### src/pkg/ccp_pkg.sv
// Purpose: shared constants, register map and types for the core clock and power control block
// Assumes: 50 MHz system clock, classic Wishbone register access with 32-bit data
// Notes:   register indices are word indices; the byte address is four times the index
package ccp_pkg;
	////////////////////////////////////////////////////////////////////////
	// timing
	localparam int CLK_PERIOD_NS    = 20;
	localparam int CLK_MHZ          = 1000 / CLK_PERIOD_NS;
	localparam int CORE_MIPS        = 25;
	localparam int CORE_DIV         = CLK_MHZ / CORE_MIPS;
	localparam int CORE_DIV_W       = (CORE_DIV > 1) ? $clog2(CORE_DIV) : 1;
	localparam int PLL_START_CYCLES = 32'h0004_0000;
	localparam int BOOT_TIME_NS     = 42000;
	localparam int BOOT_CYCLES      = (BOOT_TIME_NS + CLK_PERIOD_NS - 1) / CLK_PERIOD_NS;

	////////////////////////////////////////////////////////////////////////
	// bus and register map
	localparam int ADR_W = 16;
	localparam int IDX_W = 14;
	localparam int DAT_W = 32;
	localparam int REG_W = 8;
	localparam logic [IDX_W-1:0] IDX_CORE_CTRL = 14'h081C;
	localparam logic [IDX_W-1:0] IDX_SOUT_CTRL = 14'h081E;
	localparam logic [IDX_W-1:0] IDX_MP_CFG    = 14'h0821;
	localparam logic [IDX_W-1:0] IDX_PWR_CTRL  = 14'h0824;
	localparam logic [IDX_W-1:0] IDX_OSC_PD    = 14'h0825;
	localparam logic [IDX_W-1:0] IDX_STATUS    = 14'h0826;
	localparam logic [REG_W-1:0] REG_RESET     = 8'h00;

	// core control fields
	localparam int RATE_LSB     = 0;
	localparam int CORE_RUN_BIT = 2;
	localparam int OUT_MUTE_BIT = 3;
	localparam int IN_MUTE_BIT  = 4;
	// serial output control fields
	localparam int SOUT_MASTER_BIT = 0;
	localparam int OBF_LSB         = 1;
	// multipurpose configuration fields
	localparam int MULTIPURPOSE_PIN_ELEVEN_MODE_LSB          = 0;
	localparam logic [1:0] MULTIPURPOSE_PIN_ELEVEN_MODE_BCLK = 2'h1;
	// power control and oscillator power-down fields
	localparam int ADC_PD_BIT = 0;
	localparam int DAC_PD_LSB = 1;
	localparam int NUM_DAC    = 4;
	localparam int REF_PD_A   = 6;
	localparam int REF_PD_B   = 7;
	localparam int OSC_PD_BIT = 0;
	// status fields
	localparam int ST_LOCK_BIT  = 0;
	localparam int ST_READY_BIT = 1;
	localparam int ST_STRAP_LSB = 2;
	localparam int ST_PIN_BIT   = 4;
	localparam int ST_RATIO_LSB = 8;

	////////////////////////////////////////////////////////////////////////
	// master clock ratios, multiples of the sample rate
	localparam int RATIO_W = 10;
	localparam logic [RATIO_W-1:0] RATIO_64  = 10'h040;
	localparam logic [RATIO_W-1:0] RATIO_256 = 10'h100;
	localparam logic [RATIO_W-1:0] RATIO_384 = 10'h180;
	localparam logic [RATIO_W-1:0] RATIO_512 = 10'h200;

	typedef enum logic [1:0] {
		CCP_RATE_FULL   = 2'b00,
		CCP_RATE_DOUBLE = 2'b01,
		CCP_RATE_QUAD   = 2'b10
	} ccp_rate_t;

	typedef enum logic [1:0] {
		CCP_ST_PLL   = 2'b00,
		CCP_ST_BOOT  = 2'b01,
		CCP_ST_READY = 2'b10
	} ccp_start_t;

	typedef struct packed {
		logic               osc_pd;
		logic               ref_pd;
		logic [NUM_DAC-1:0] dac_pd;
		logic               adc_pd;
	} ccp_power_t;
endpackage : ccp_pkg

### src/ccp_core_clock_power.sv
// Purpose: clock and power control: strap decode, start-up, core run/mute/clear,
//          analog power-down levels and the bit clock on multipurpose pin eleven
// Assumes: classic Wishbone slave, 32-bit data, 8-bit registers in the low lane
// Notes:   one wait state on every access; unmapped addresses read zero
//
// Functional notes
// - setting core control bit 2 clears accumulators and data input and output registers.
// - one power-down for both input converters, one per output converter.
// - reference powers down only when power bits 6 and 7 are both set.
// - pin eleven drives divided core clock when set as bit clock and port is master.
// - oscillator runs by default and stops when its power-down bit is 1.
// - straps a,b decode 00=64x, 01=256x, 10=384x, 11=512x sample rate.
// - core clock comes from clk_i divided by 2, divided from master clock lock, ticks out only once boot ends, and runs at 25 MIPS.
// - start-up waits 2^18 master clock cycles; host waits for start-up and boot.
// - clock mode is taken from straps at reset release.
// - core control bits 4,3,2 are input mute, output mute, core run.
`timescale 1ns/100ps
`default_nettype none
module ccp_core_clock_power #(
	parameter int PLL_START_CYCLES = ccp_pkg::PLL_START_CYCLES
) (
	input  wire logic                     clk_i,
	input  wire logic                     rst_i,
	input  wire logic                     wb_cyc_i,
	input  wire logic                     wb_stb_i,
	input  wire logic                     wb_we_i,
	input  wire logic [ccp_pkg::ADR_W-1:0] wb_adr_i,
	input  wire logic [3:0]               wb_sel_i,
	input  wire logic [ccp_pkg::DAT_W-1:0] wb_dat_i,
	output logic      [ccp_pkg::DAT_W-1:0] wb_dat_o,
	output logic                          wb_ack_o,
	input  wire logic                     clock_ratio_strap_a_i,
	input  wire logic                     clock_ratio_strap_b_i,
	input  wire logic                     master_clock_in_i,
	input  wire logic                     multipurpose_pin_eleven_i,
	output logic                          multipurpose_pin_eleven_o,
	output logic                          multipurpose_pin_eleven_oe_o,
	output ccp_pkg::ccp_power_t           power_o,
	output logic                          input_converter_mute_o,
	output logic                          output_converter_mute_o,
	output logic                          core_halt_o,
	output logic                          core_clear_o,
	output logic                          core_tick_o,
	output ccp_pkg::ccp_rate_t            rate_mode_o,
	output logic [ccp_pkg::RATIO_W-1:0]   mclk_ratio_o,
	output logic                          core_ready_o
);
	localparam int RW = ccp_pkg::REG_W;
	localparam int DW = ccp_pkg::CORE_DIV_W;

	////////////////////////////////////////////////////////////////////////
	// pin synchronisers: stage one feeds stage two only
	logic [3:0] sync_a;
	logic [3:0] sync_b;
	wire logic [3:0] pins_in = {multipurpose_pin_eleven_i, master_clock_in_i,
		clock_ratio_strap_b_i, clock_ratio_strap_a_i};

	// no reset: the straps must reach stage two while reset is still held
	always_ff @(posedge clk_i) begin
		sync_a <= pins_in;
		sync_b <= sync_a;
	end

	wire logic [1:0] strap_s = {sync_b[0], sync_b[1]};
	wire logic       mclk_s  = sync_b[2];
	wire logic       pin11_s = sync_b[3];

	////////////////////////////////////////////////////////////////////////
	// clock mode: follows the straps while reset is held, frozen from release on
	logic [1:0] strap_mode;

	always_ff @(posedge clk_i) begin
		if (rst_i)
			strap_mode <= strap_s;
	end

	logic [ccp_pkg::RATIO_W-1:0] base_ratio;
	always_comb begin
		case (strap_mode)
			2'b00:   base_ratio = ccp_pkg::RATIO_64;
			2'b01:   base_ratio = ccp_pkg::RATIO_256;
			2'b10:   base_ratio = ccp_pkg::RATIO_384;
			2'b11:   base_ratio = ccp_pkg::RATIO_512;
			default: base_ratio = ccp_pkg::RATIO_64;
		endcase
	end

	////////////////////////////////////////////////////////////////////////
	// registers
	logic [RW-1:0] core_ctrl;
	logic [RW-1:0] sout_ctrl;
	logic [RW-1:0] mp_cfg;
	logic [RW-1:0] pwr_ctrl;
	logic [RW-1:0] osc_ctrl;
	logic          pll_locked;

	wire logic [ccp_pkg::IDX_W-1:0] idx = wb_adr_i[ccp_pkg::ADR_W-1:2];
	wire logic req      = wb_cyc_i & wb_stb_i & ~wb_ack_o;
	wire logic wr       = req & wb_we_i & wb_sel_i[0];
	wire logic hit_core = (idx == ccp_pkg::IDX_CORE_CTRL);
	wire logic hit_sout = (idx == ccp_pkg::IDX_SOUT_CTRL);
	wire logic hit_mp   = (idx == ccp_pkg::IDX_MP_CFG);
	wire logic hit_pwr  = (idx == ccp_pkg::IDX_PWR_CTRL);
	wire logic hit_osc  = (idx == ccp_pkg::IDX_OSC_PD);
	wire logic hit_stat = (idx == ccp_pkg::IDX_STATUS);
	wire logic [RW-1:0] wdat = wb_dat_i[RW-1:0];

	// status reports the ratio the host must supply for the chosen processing rate
	ccp_pkg::ccp_rate_t rate_mode;
	assign rate_mode = ccp_pkg::ccp_rate_t'(core_ctrl[ccp_pkg::RATE_LSB +: 2]);
	assign mclk_ratio_o = (rate_mode == ccp_pkg::CCP_RATE_QUAD)   ? (base_ratio >> 2) :
		(rate_mode == ccp_pkg::CCP_RATE_DOUBLE) ? (base_ratio >> 1) : base_ratio;

	wire logic [ccp_pkg::DAT_W-1:0] status_word =
		(ccp_pkg::DAT_W'(mclk_ratio_o) << ccp_pkg::ST_RATIO_LSB) |
		(ccp_pkg::DAT_W'(pin11_s) << ccp_pkg::ST_PIN_BIT) |
		(ccp_pkg::DAT_W'(strap_mode) << ccp_pkg::ST_STRAP_LSB) |
		(ccp_pkg::DAT_W'(core_ready_o) << ccp_pkg::ST_READY_BIT) |
		(ccp_pkg::DAT_W'(pll_locked) << ccp_pkg::ST_LOCK_BIT);

	wire logic [ccp_pkg::DAT_W-1:0] rd_mux =
		hit_core ? ccp_pkg::DAT_W'(core_ctrl) :
		hit_sout ? ccp_pkg::DAT_W'(sout_ctrl) :
		hit_mp   ? ccp_pkg::DAT_W'(mp_cfg) :
		hit_pwr  ? ccp_pkg::DAT_W'(pwr_ctrl) :
		hit_osc  ? ccp_pkg::DAT_W'(osc_ctrl) :
		hit_stat ? status_word : '0;

	always_ff @(posedge clk_i) begin
		if (rst_i) begin
			wb_ack_o <= 1'b0;
			wb_dat_o <= '0;
		end else begin
			wb_ack_o <= req;
			wb_dat_o <= req ? rd_mux : '0;
		end
	end

	// a write takes effect at the acknowledging edge; outputs follow at that same edge
	always_ff @(posedge clk_i) begin
		if (rst_i) begin
			core_ctrl <= ccp_pkg::REG_RESET;
			sout_ctrl <= ccp_pkg::REG_RESET;
			mp_cfg    <= ccp_pkg::REG_RESET;
			pwr_ctrl  <= ccp_pkg::REG_RESET;
			osc_ctrl  <= ccp_pkg::REG_RESET;
		end else if (wr) begin
			if (hit_core) core_ctrl <= wdat;
			if (hit_sout) sout_ctrl <= wdat;
			if (hit_mp)   mp_cfg    <= wdat;
			if (hit_pwr)  pwr_ctrl  <= wdat;
			if (hit_osc)  osc_ctrl  <= wdat;
		end
	end

	////////////////////////////////////////////////////////////////////////
	// core run, mute and clear
	logic clear_pulse;
	always_ff @(posedge clk_i) begin
		if (rst_i)
			clear_pulse <= 1'b0;
		else
			clear_pulse <= wr & hit_core & wdat[ccp_pkg::CORE_RUN_BIT];
	end

	assign core_clear_o            = clear_pulse;
	assign core_halt_o             = core_ctrl[ccp_pkg::CORE_RUN_BIT];
	assign input_converter_mute_o  = core_ctrl[ccp_pkg::IN_MUTE_BIT];
	assign output_converter_mute_o = core_ctrl[ccp_pkg::OUT_MUTE_BIT];
	assign rate_mode_o             = rate_mode;

	////////////////////////////////////////////////////////////////////////
	// analog power-down levels, straight from register bits
	assign power_o = '{
		osc_pd: osc_ctrl[ccp_pkg::OSC_PD_BIT],
		// both bits needed so a single stray bit cannot drop the shared reference
		ref_pd: pwr_ctrl[ccp_pkg::REF_PD_A] & pwr_ctrl[ccp_pkg::REF_PD_B],
		dac_pd: pwr_ctrl[ccp_pkg::DAC_PD_LSB +: ccp_pkg::NUM_DAC],
		adc_pd: pwr_ctrl[ccp_pkg::ADC_PD_BIT]
	};

	////////////////////////////////////////////////////////////////////////
	// start-up and core instruction rate
	ccp_pll_start #(
		.START_CYCLES (PLL_START_CYCLES)
	) u_start (
		.clk_i        (clk_i),
		.rst_i        (rst_i),
		.mclk_level_i (mclk_s),
		.locked_o     (pll_locked),
		.ready_o      (core_ready_o)
	);

	logic [DW-1:0] div_cnt;
	wire logic     tick_raw = pll_locked && (div_cnt == DW'(ccp_pkg::CORE_DIV - 1));

	always_ff @(posedge clk_i) begin
		if (rst_i || !pll_locked)
			div_cnt <= '0;
		else
			div_cnt <= tick_raw ? '0 : div_cnt + DW'(1);
	end

	assign core_tick_o = tick_raw & core_ready_o & ~core_halt_o;

	////////////////////////////////////////////////////////////////////////
	// bit clock on pin eleven: half period is 1, 2, 4 or 8 core cycles
	wire logic [1:0] obf      = sout_ctrl[ccp_pkg::OBF_LSB +: 2];
	wire logic       bclk_en  = (mp_cfg[ccp_pkg::MULTIPURPOSE_PIN_ELEVEN_MODE_LSB +: 2] == ccp_pkg::MULTIPURPOSE_PIN_ELEVEN_MODE_BCLK) &&
		sout_ctrl[ccp_pkg::SOUT_MASTER_BIT];
	wire logic [3:0] half_m1  = 4'((4'h1 << obf) - 4'h1);
	logic [3:0]      bclk_cnt;
	logic            bclk;

	always_ff @(posedge clk_i) begin
		if (rst_i || !bclk_en) begin
			bclk_cnt <= '0;
			bclk     <= 1'b0;
		end else if (tick_raw) begin
			bclk_cnt <= (bclk_cnt >= half_m1) ? '0 : bclk_cnt + 4'h1;
			if (bclk_cnt >= half_m1)
				bclk <= ~bclk;
		end
	end

	assign multipurpose_pin_eleven_o    = bclk;
	assign multipurpose_pin_eleven_oe_o = bclk_en;

	////////////////////////////////////////////////////////////////////////
	// checks
	property p_clear_pulse;
		@(posedge clk_i) disable iff (rst_i)
		(wr && hit_core && wdat[ccp_pkg::CORE_RUN_BIT]) |=> core_clear_o ##1 (core_halt_o && !core_tick_o);
	endproperty
	a_clear_pulse: assert property (p_clear_pulse) else $error("core clear missing after write");

	property p_mute_bits;
		@(posedge clk_i) disable iff (rst_i)
		(wr && hit_core) |=> input_converter_mute_o == $past(wdat[ccp_pkg::IN_MUTE_BIT]) &&
			output_converter_mute_o == $past(wdat[ccp_pkg::OUT_MUTE_BIT]);
	endproperty
	a_mute_bits: assert property (p_mute_bits) else $error("mute level not taken from write");

	property p_pd_reset;
		@(posedge clk_i) disable iff (rst_i)
		$fell(rst_i) |-> power_o == '0;
	endproperty
	a_pd_reset: assert property (p_pd_reset) else $error("power-down bits not clear after reset");

	property p_pd_write;
		@(posedge clk_i) disable iff (rst_i)
		(wr && hit_pwr) |=> power_o.adc_pd == $past(wdat[ccp_pkg::ADC_PD_BIT]) &&
			power_o.dac_pd == $past(wdat[ccp_pkg::DAC_PD_LSB +: ccp_pkg::NUM_DAC]);
	endproperty
	a_pd_write: assert property (p_pd_write) else $error("power-down level late or wrong");

	property p_ref_pd;
		@(posedge clk_i) disable iff (rst_i)
		(wr && hit_pwr) |=> power_o.ref_pd == ($past(wdat[ccp_pkg::REF_PD_A]) && $past(wdat[ccp_pkg::REF_PD_B]));
	endproperty
	a_ref_pd: assert property (p_ref_pd) else $error("reference power-down not both bits");

	property p_osc_pd;
		@(posedge clk_i) disable iff (rst_i)
		(wr && hit_osc) |=> power_o.osc_pd == $past(wdat[ccp_pkg::OSC_PD_BIT]);
	endproperty
	a_osc_pd: assert property (p_osc_pd) else $error("oscillator power-down not applied");

	property p_strap_frozen;
		@(posedge clk_i) disable iff (rst_i)
		!$past(rst_i) |-> $stable(strap_mode);
	endproperty
	a_strap_frozen: assert property (p_strap_frozen) else $error("clock mode changed outside reset");

	property p_core_rate;
		@(posedge clk_i) disable iff (rst_i)
		core_tick_o |=> !core_tick_o;
	endproperty
	a_core_rate: assert property (p_core_rate) else $error("core tick faster than core rate");

	property p_bclk_edges;
		@(posedge clk_i) disable iff (rst_i)
		($changed(multipurpose_pin_eleven_o) && $past(bclk_en) && bclk_en) |-> $past(tick_raw);
	endproperty
	a_bclk_edges: assert property (p_bclk_edges) else $error("bit clock edge off the core clock");

	property p_ack_once;
		@(posedge clk_i) disable iff (rst_i)
		(wb_cyc_i && wb_stb_i && !wb_ack_o) |=> wb_ack_o ##1 !wb_ack_o;
	endproperty
	a_ack_once: assert property (p_ack_once) else $error("ack not a single cycle after request");
endmodule : ccp_core_clock_power
`default_nettype wire

### src/ccp_pll_start.sv
// Purpose: start-up timer, counts master clock edges until lock, then the boot interval
// Assumes: mclk_level_i is already synchronised to clk_i
// Notes:   the master clock must be much slower than clk_i / 2 to be counted reliably
`timescale 1ns/100ps
`default_nettype none
module ccp_pll_start #(
	parameter int START_CYCLES = ccp_pkg::PLL_START_CYCLES
) (
	input  wire logic clk_i,
	input  wire logic rst_i,
	input  wire logic mclk_level_i,
	output logic      locked_o,
	output logic      ready_o
);
	localparam int SW = $clog2(START_CYCLES + 1);
	localparam int BW = $clog2(ccp_pkg::BOOT_CYCLES + 1);

	ccp_pkg::ccp_start_t state;
	ccp_pkg::ccp_start_t next_state;
	logic [SW-1:0]       cnt;
	logic [BW-1:0]       bcnt;
	logic                mclk_prev;
	wire logic           mclk_rise = mclk_level_i & ~mclk_prev;
	wire logic           pll_done  = mclk_rise && (cnt == SW'(START_CYCLES - 1));
	wire logic           boot_done = (bcnt == BW'(ccp_pkg::BOOT_CYCLES - 1));

	////////////////////////////////////////////////////////////////////////
	always_comb begin
		case (state)
			ccp_pkg::CCP_ST_PLL:   next_state = pll_done ? ccp_pkg::CCP_ST_BOOT : state;
			ccp_pkg::CCP_ST_BOOT:  next_state = boot_done ? ccp_pkg::CCP_ST_READY : state;
			ccp_pkg::CCP_ST_READY: next_state = state;
			default:               next_state = ccp_pkg::CCP_ST_PLL;
		endcase
	end

	// counting restarts from zero on every reset release
	always_ff @(posedge clk_i) begin
		if (rst_i) begin
			state     <= ccp_pkg::CCP_ST_PLL;
			cnt       <= '0;
			bcnt      <= '0;
			// primed with the pin level so a high master clock gives no false edge after reset
			mclk_prev <= mclk_level_i;
		end else begin
			state     <= next_state;
			mclk_prev <= mclk_level_i;
			if (state == ccp_pkg::CCP_ST_PLL && mclk_rise)
				cnt <= cnt + SW'(1);
			if (state == ccp_pkg::CCP_ST_BOOT)
				bcnt <= bcnt + BW'(1);
		end
	end

	assign locked_o = (state != ccp_pkg::CCP_ST_PLL);
	assign ready_o  = (state == ccp_pkg::CCP_ST_READY);

	////////////////////////////////////////////////////////////////////////
	property p_lock_count;
		@(posedge clk_i) disable iff (rst_i)
		$rose(locked_o) |-> ($past(cnt) == SW'(START_CYCLES - 1)) && $past(mclk_rise);
	endproperty
	a_lock_count: assert property (p_lock_count) else $error("lock before full master clock count");

	property p_ready_after_lock;
		@(posedge clk_i) disable iff (rst_i)
		$rose(ready_o) |-> $past(locked_o) && $past(bcnt) == BW'(ccp_pkg::BOOT_CYCLES - 1);
	endproperty
	a_ready_after_lock: assert property (p_ready_after_lock) else $error("ready without full boot time");
endmodule : ccp_pll_start
`default_nettype wire

### config.mk
export PLATFORM = sky130hd
export DESIGN_NAME = ccp_core_clock_power
export DESIGN_NICKNAME = d
export VERILOG_FILES = /design/src/pkg/ccp_pkg.sv /design/src/ccp_core_clock_power.sv /design/src/ccp_pll_start.sv
export SDC_FILE = /design/constraint.sdc
export NUM_CORES = 1
export LEC_CHECK = 0
export ABC_AREA = 1
export BUFFER_PORTS_ARGS = -buffer_cell sky130_fd_sc_hd__buf_2
export CAP_MARGIN = 20
export CORE_ASPECT_RATIO = 1.25
export CORE_MARGIN = 1
export CORE_UTILIZATION = 40
export DETAILED_ROUTE_END_ITERATION = 16
export PLACE_DENSITY = 0.74
export SLEW_MARGIN = 20
export SYNTH_ARGS = -nofsm -noshare
export SYNTH_HDL_FRONTEND = slang
export SYNTH_SLANG_ARGS = --single-unit
### constraint.sdc
create_clock -name clk_i -period 2.1 [get_ports clk_i]
set_input_delay 0.21 -clock clk_i [delete_from_list [all_inputs] [get_ports clk_i]]
set_output_delay 0.21 -clock clk_i [all_outputs]
set_load 0.005 [all_outputs]
==> results.py <==
metrics = {
    "finish": {
        "final_cell_area_mm2": 0.00593,
        "nNetsFinal": 828,
        "area_growth_pct": 12.3,
        "diodes": 0,
        "drive_gt1_frac": 0.185,
        "finalNonFillerCells": 930,
    },
    "clock_network": {
        "htreeDepth": 3,
        "path_clk_slew_ps": 80,
        "clock_latency_ps": 340,
        "cts_tree": "built",
        "cts_setup_buffers": 0,
        "ctsRootBufferMaster": "clkbuf_16",
        "cts.sinks": 106,
        "cts_buffer_depth": 2,
        "cts_buffers": 9,
    },
    "synthesis": {
        "synth_area_leader_cell": "dfxtp_1",
        "ys_async_sr_fraction": 0,
        "ys_seq_area_frac": 0.406,
        "yosysMostFrequentCell": "dfxtp_1",
        "synth-xor-area-share": 0.0116,
        "yosys_warnings": 0,
        "synth_area_mm2": 0.00528,
        "synth_area_leaders": "dfxtp_1 (39%), inv_1 (7.1%), nand2_1 (6.5%)",
        "synth_top_flop_cell": "dfxtp_1",
        "synth_top_family_by_area": "simple AND/OR/NAND/NOR gates",
        "ys_types": 41,
        "syn_avg_cell_area_um2": 7.56,
        "syn_inst": 698,
        "synth_compound_gate_area_share": 0.115,
        "netlist.area_leader.share": 0.394,
        "synth-adder-area-share": 0.0237,
        "yosys-top-cells-count": "dfxtp_1 (104), inv_1 (100), nand2_1 (91), a21oi_1 (63), nor2_1 (58)",
        "synth_seq_cells": 106,
        "yosys.area_share.simple": 0.292,
        "synth-edff-count": 2,
        "muxShareOfSynthArea": 0,
    },
    "drt": {
        "wl_per_cell_um": 11.7,
        "drt_iter0_drc": 153,
        "dr_total_vias": 4427,
        "firstDrtPassIters": 4,
        "via_per_inst": 4.76,
        "drt-total-wl_um": 10800,
        "drc": 0,
        "ant_nets": 0,
    },
    "power": {
        "leakage_uw": 0.00242,
        "p_comb_frac": 0.050,
        "pwr-share-clk": 0.434,
        "total_switching_power_uw": 908,
        "vdd.ir_drop.worst_v": 0.000497,
        "power_frac_seq": 0.515,
        "sw_frac_of_total": 0.230,
        "internal-power_uw": 3050,
        "power_density_mw_per_mm2": 667,
    },
    "global_route": {
        "grt_max_degree": 36,
        "grt_pass1_wl_um": 18500,
        "grt_pass1_vias": 4154,
        "use_met2": 0.310,
        "grt-ovfl-total": 0,
        "grtUsageMet3": 0.0317,
        "top_usage_layer": "met2",
        "antenna_found_initial": 0,
        "grtUsageMet1": 0.184,
        "track_usage": 0.166,
    },
    "sta": {
        "drv_slew": 0,
        "max-slew-margin-rel": 0.620,
        "fin_crit_sh": 0.898,
        "setup_tns_ps": 0,
        "setup_viol": 0,
        "tightest_slew_ps": 569,
        "max_freq_mhz": 530,
        "clock_skew_ps": 11.0,
        "post-route-min-period_ps": 1890,
        "rsz0062_at_grt": "no",
        "finalHoldViolCount": 0,
    },
    "floorplanning": {
        "rows": 46,
        "initial_core_util": 0.413,
        "chipWidth_um": 105,
        "die_h_um": 130,
        "dieArea_mm2": 0.0137,
        "ioPinCount": 121,
        "core_area_mm2": 0.0128,
    },
    "run": {
        "drv_cap": 0,
    },
    "worst_setup_path": {
        "crit_fanout": 4,
        "cp_data_arrival_time_ps": 1680,
        "critPathLaunchType": "flip-flop",
        "cp-end-kind": "output port",
        "path_class": "reg -> out",
        "required_ps": 1890,
    },
    "outcome": {
        "status": "completed",
    },
    "placement": {
        "placed_area_mm2": 0.00558,
        "hpwl_um": 8050,
        "dp_cells": 910,
        "gp_congestion": 0.804,
        "io_buffers": 69,
    },
    "min_path": {
        "hp-class": "in -> reg",
    },
}
==> cell usage in the layout, fill, tap and decap left out, types with 10 or more instances in the layout <==
cell,instances
dfxtp_1,104
inv_1,100
nand2_1,91
buf_2,69
a21oi_1,63
nor2_1,58
nand3_1,55
o21ai_0,38
nor3_1,29
conb_1,23
nand4_1,17
nor2_2,13
ha_1,10
==> worst paths after layout <==
check / startpoint / end / slack [ps] / depth (start not counted)
hold / removal: wb_dat_i[6] / pwr_ctrl[6] / 170 / 3
hold reg to reg: sync_a[0] / sync_b[0] / 330 / 0
setup reg to reg: sout_ctrl[2] / bclk_cnt[1] / 490 / 9
setup / recovery: strap_mode[1] / mclk_ratio_o[7] / 210 / 7
==> sequential cells by signal (all words and copies together) (netlist names) <==
signal                     cells
strap_mode                     2
core_ctrl                      8
core_clear_o                   1
multipurpose_pin_eleven_o      1
u_start.bcnt                  12
wb_dat_o                      14
div_cnt                        1
u_start.cnt                   19
sync_a                         4
sync_b                         4
osc_ctrl                       8
wb_ack_o                       1
u_start.state                  2
sout_ctrl                      8
bclk_cnt                       4
pwr_ctrl                       8
u_start.mclk_prev              1
mp_cfg                         8
==> cell families (layout without fill, tap and decap cells) <==
| group | after synthesis | in the layout |
|---|---|---|
| AOI/OAI and AO/OA | 117 | 117 |
| xor gates and xnor gates | 7 | 7 |
| other | 2 | 23 |
| DFF | 106 | 106 |
| adders and majority gates | 10 | 10 |
| and+or+nand+nor | 297 | 297 |
| buffers and inverters | 159 | 202 |
==> metal layers <==
layer	vias to the layer above	wire, µm
met4	0	227
met3	17	525
met2	101	5430
met5	-	0
met1	1993	4660
li1	2316	-
==> power by group through the flow <==
stage               clock network, µW  registers [µW]  logic, µW
floorplan                           0            2080        156
global placement                    0            2080        191
detailed placement                  0            2080        193
CTS                              1770            2040        200
global route                     1850            2040        225
finish                           1720            2040        199
==> metrics by stage <==
stage	setup slack (ps)	util	hold WS, ps	power, µW
2_1_floorplan	703	-	238	2240
3_3_place_gp	420	0.437	310	2270
3_5_place_dp	383	0.437	312	2280
4_1_cts	203	0.464	166	4000
5_1_grt	71.3	0.464	168	4110
6_report	213	0.464	172	3950
==> area by class of cell <==
| type | instances | area [µm²] |
|---|---|---|
| inverter | 106 | 398 |
| fill | 1298 | 6850 |
| clock inverter | 7 | 83.8 |
| timing repair buffer | 80 | 450 |
| clock buffer | 9 | 225 |
| multi-input combinational | 454 | 2420 |
| tap | 168 | 210 |
| sequential | 106 | 2140 |
==> timing repair <==
action                                  in CTS  in global routing
endpoints found under the setup margin       0                  0
hold buffers                                 4                  0
hold endpoints to repair                     4                  0
resized for setup                            0                  0
==> worst max-delay path, cell delays in order (launching register included) <==
cell,delay [ps]
edfxtp_1,470
inv_1,90
ha_1,240
inv_1,80
o21ai_0,90
a31oi_1,180
inv_1,60
buf_2,130
(Power assumes the default switching activity.)
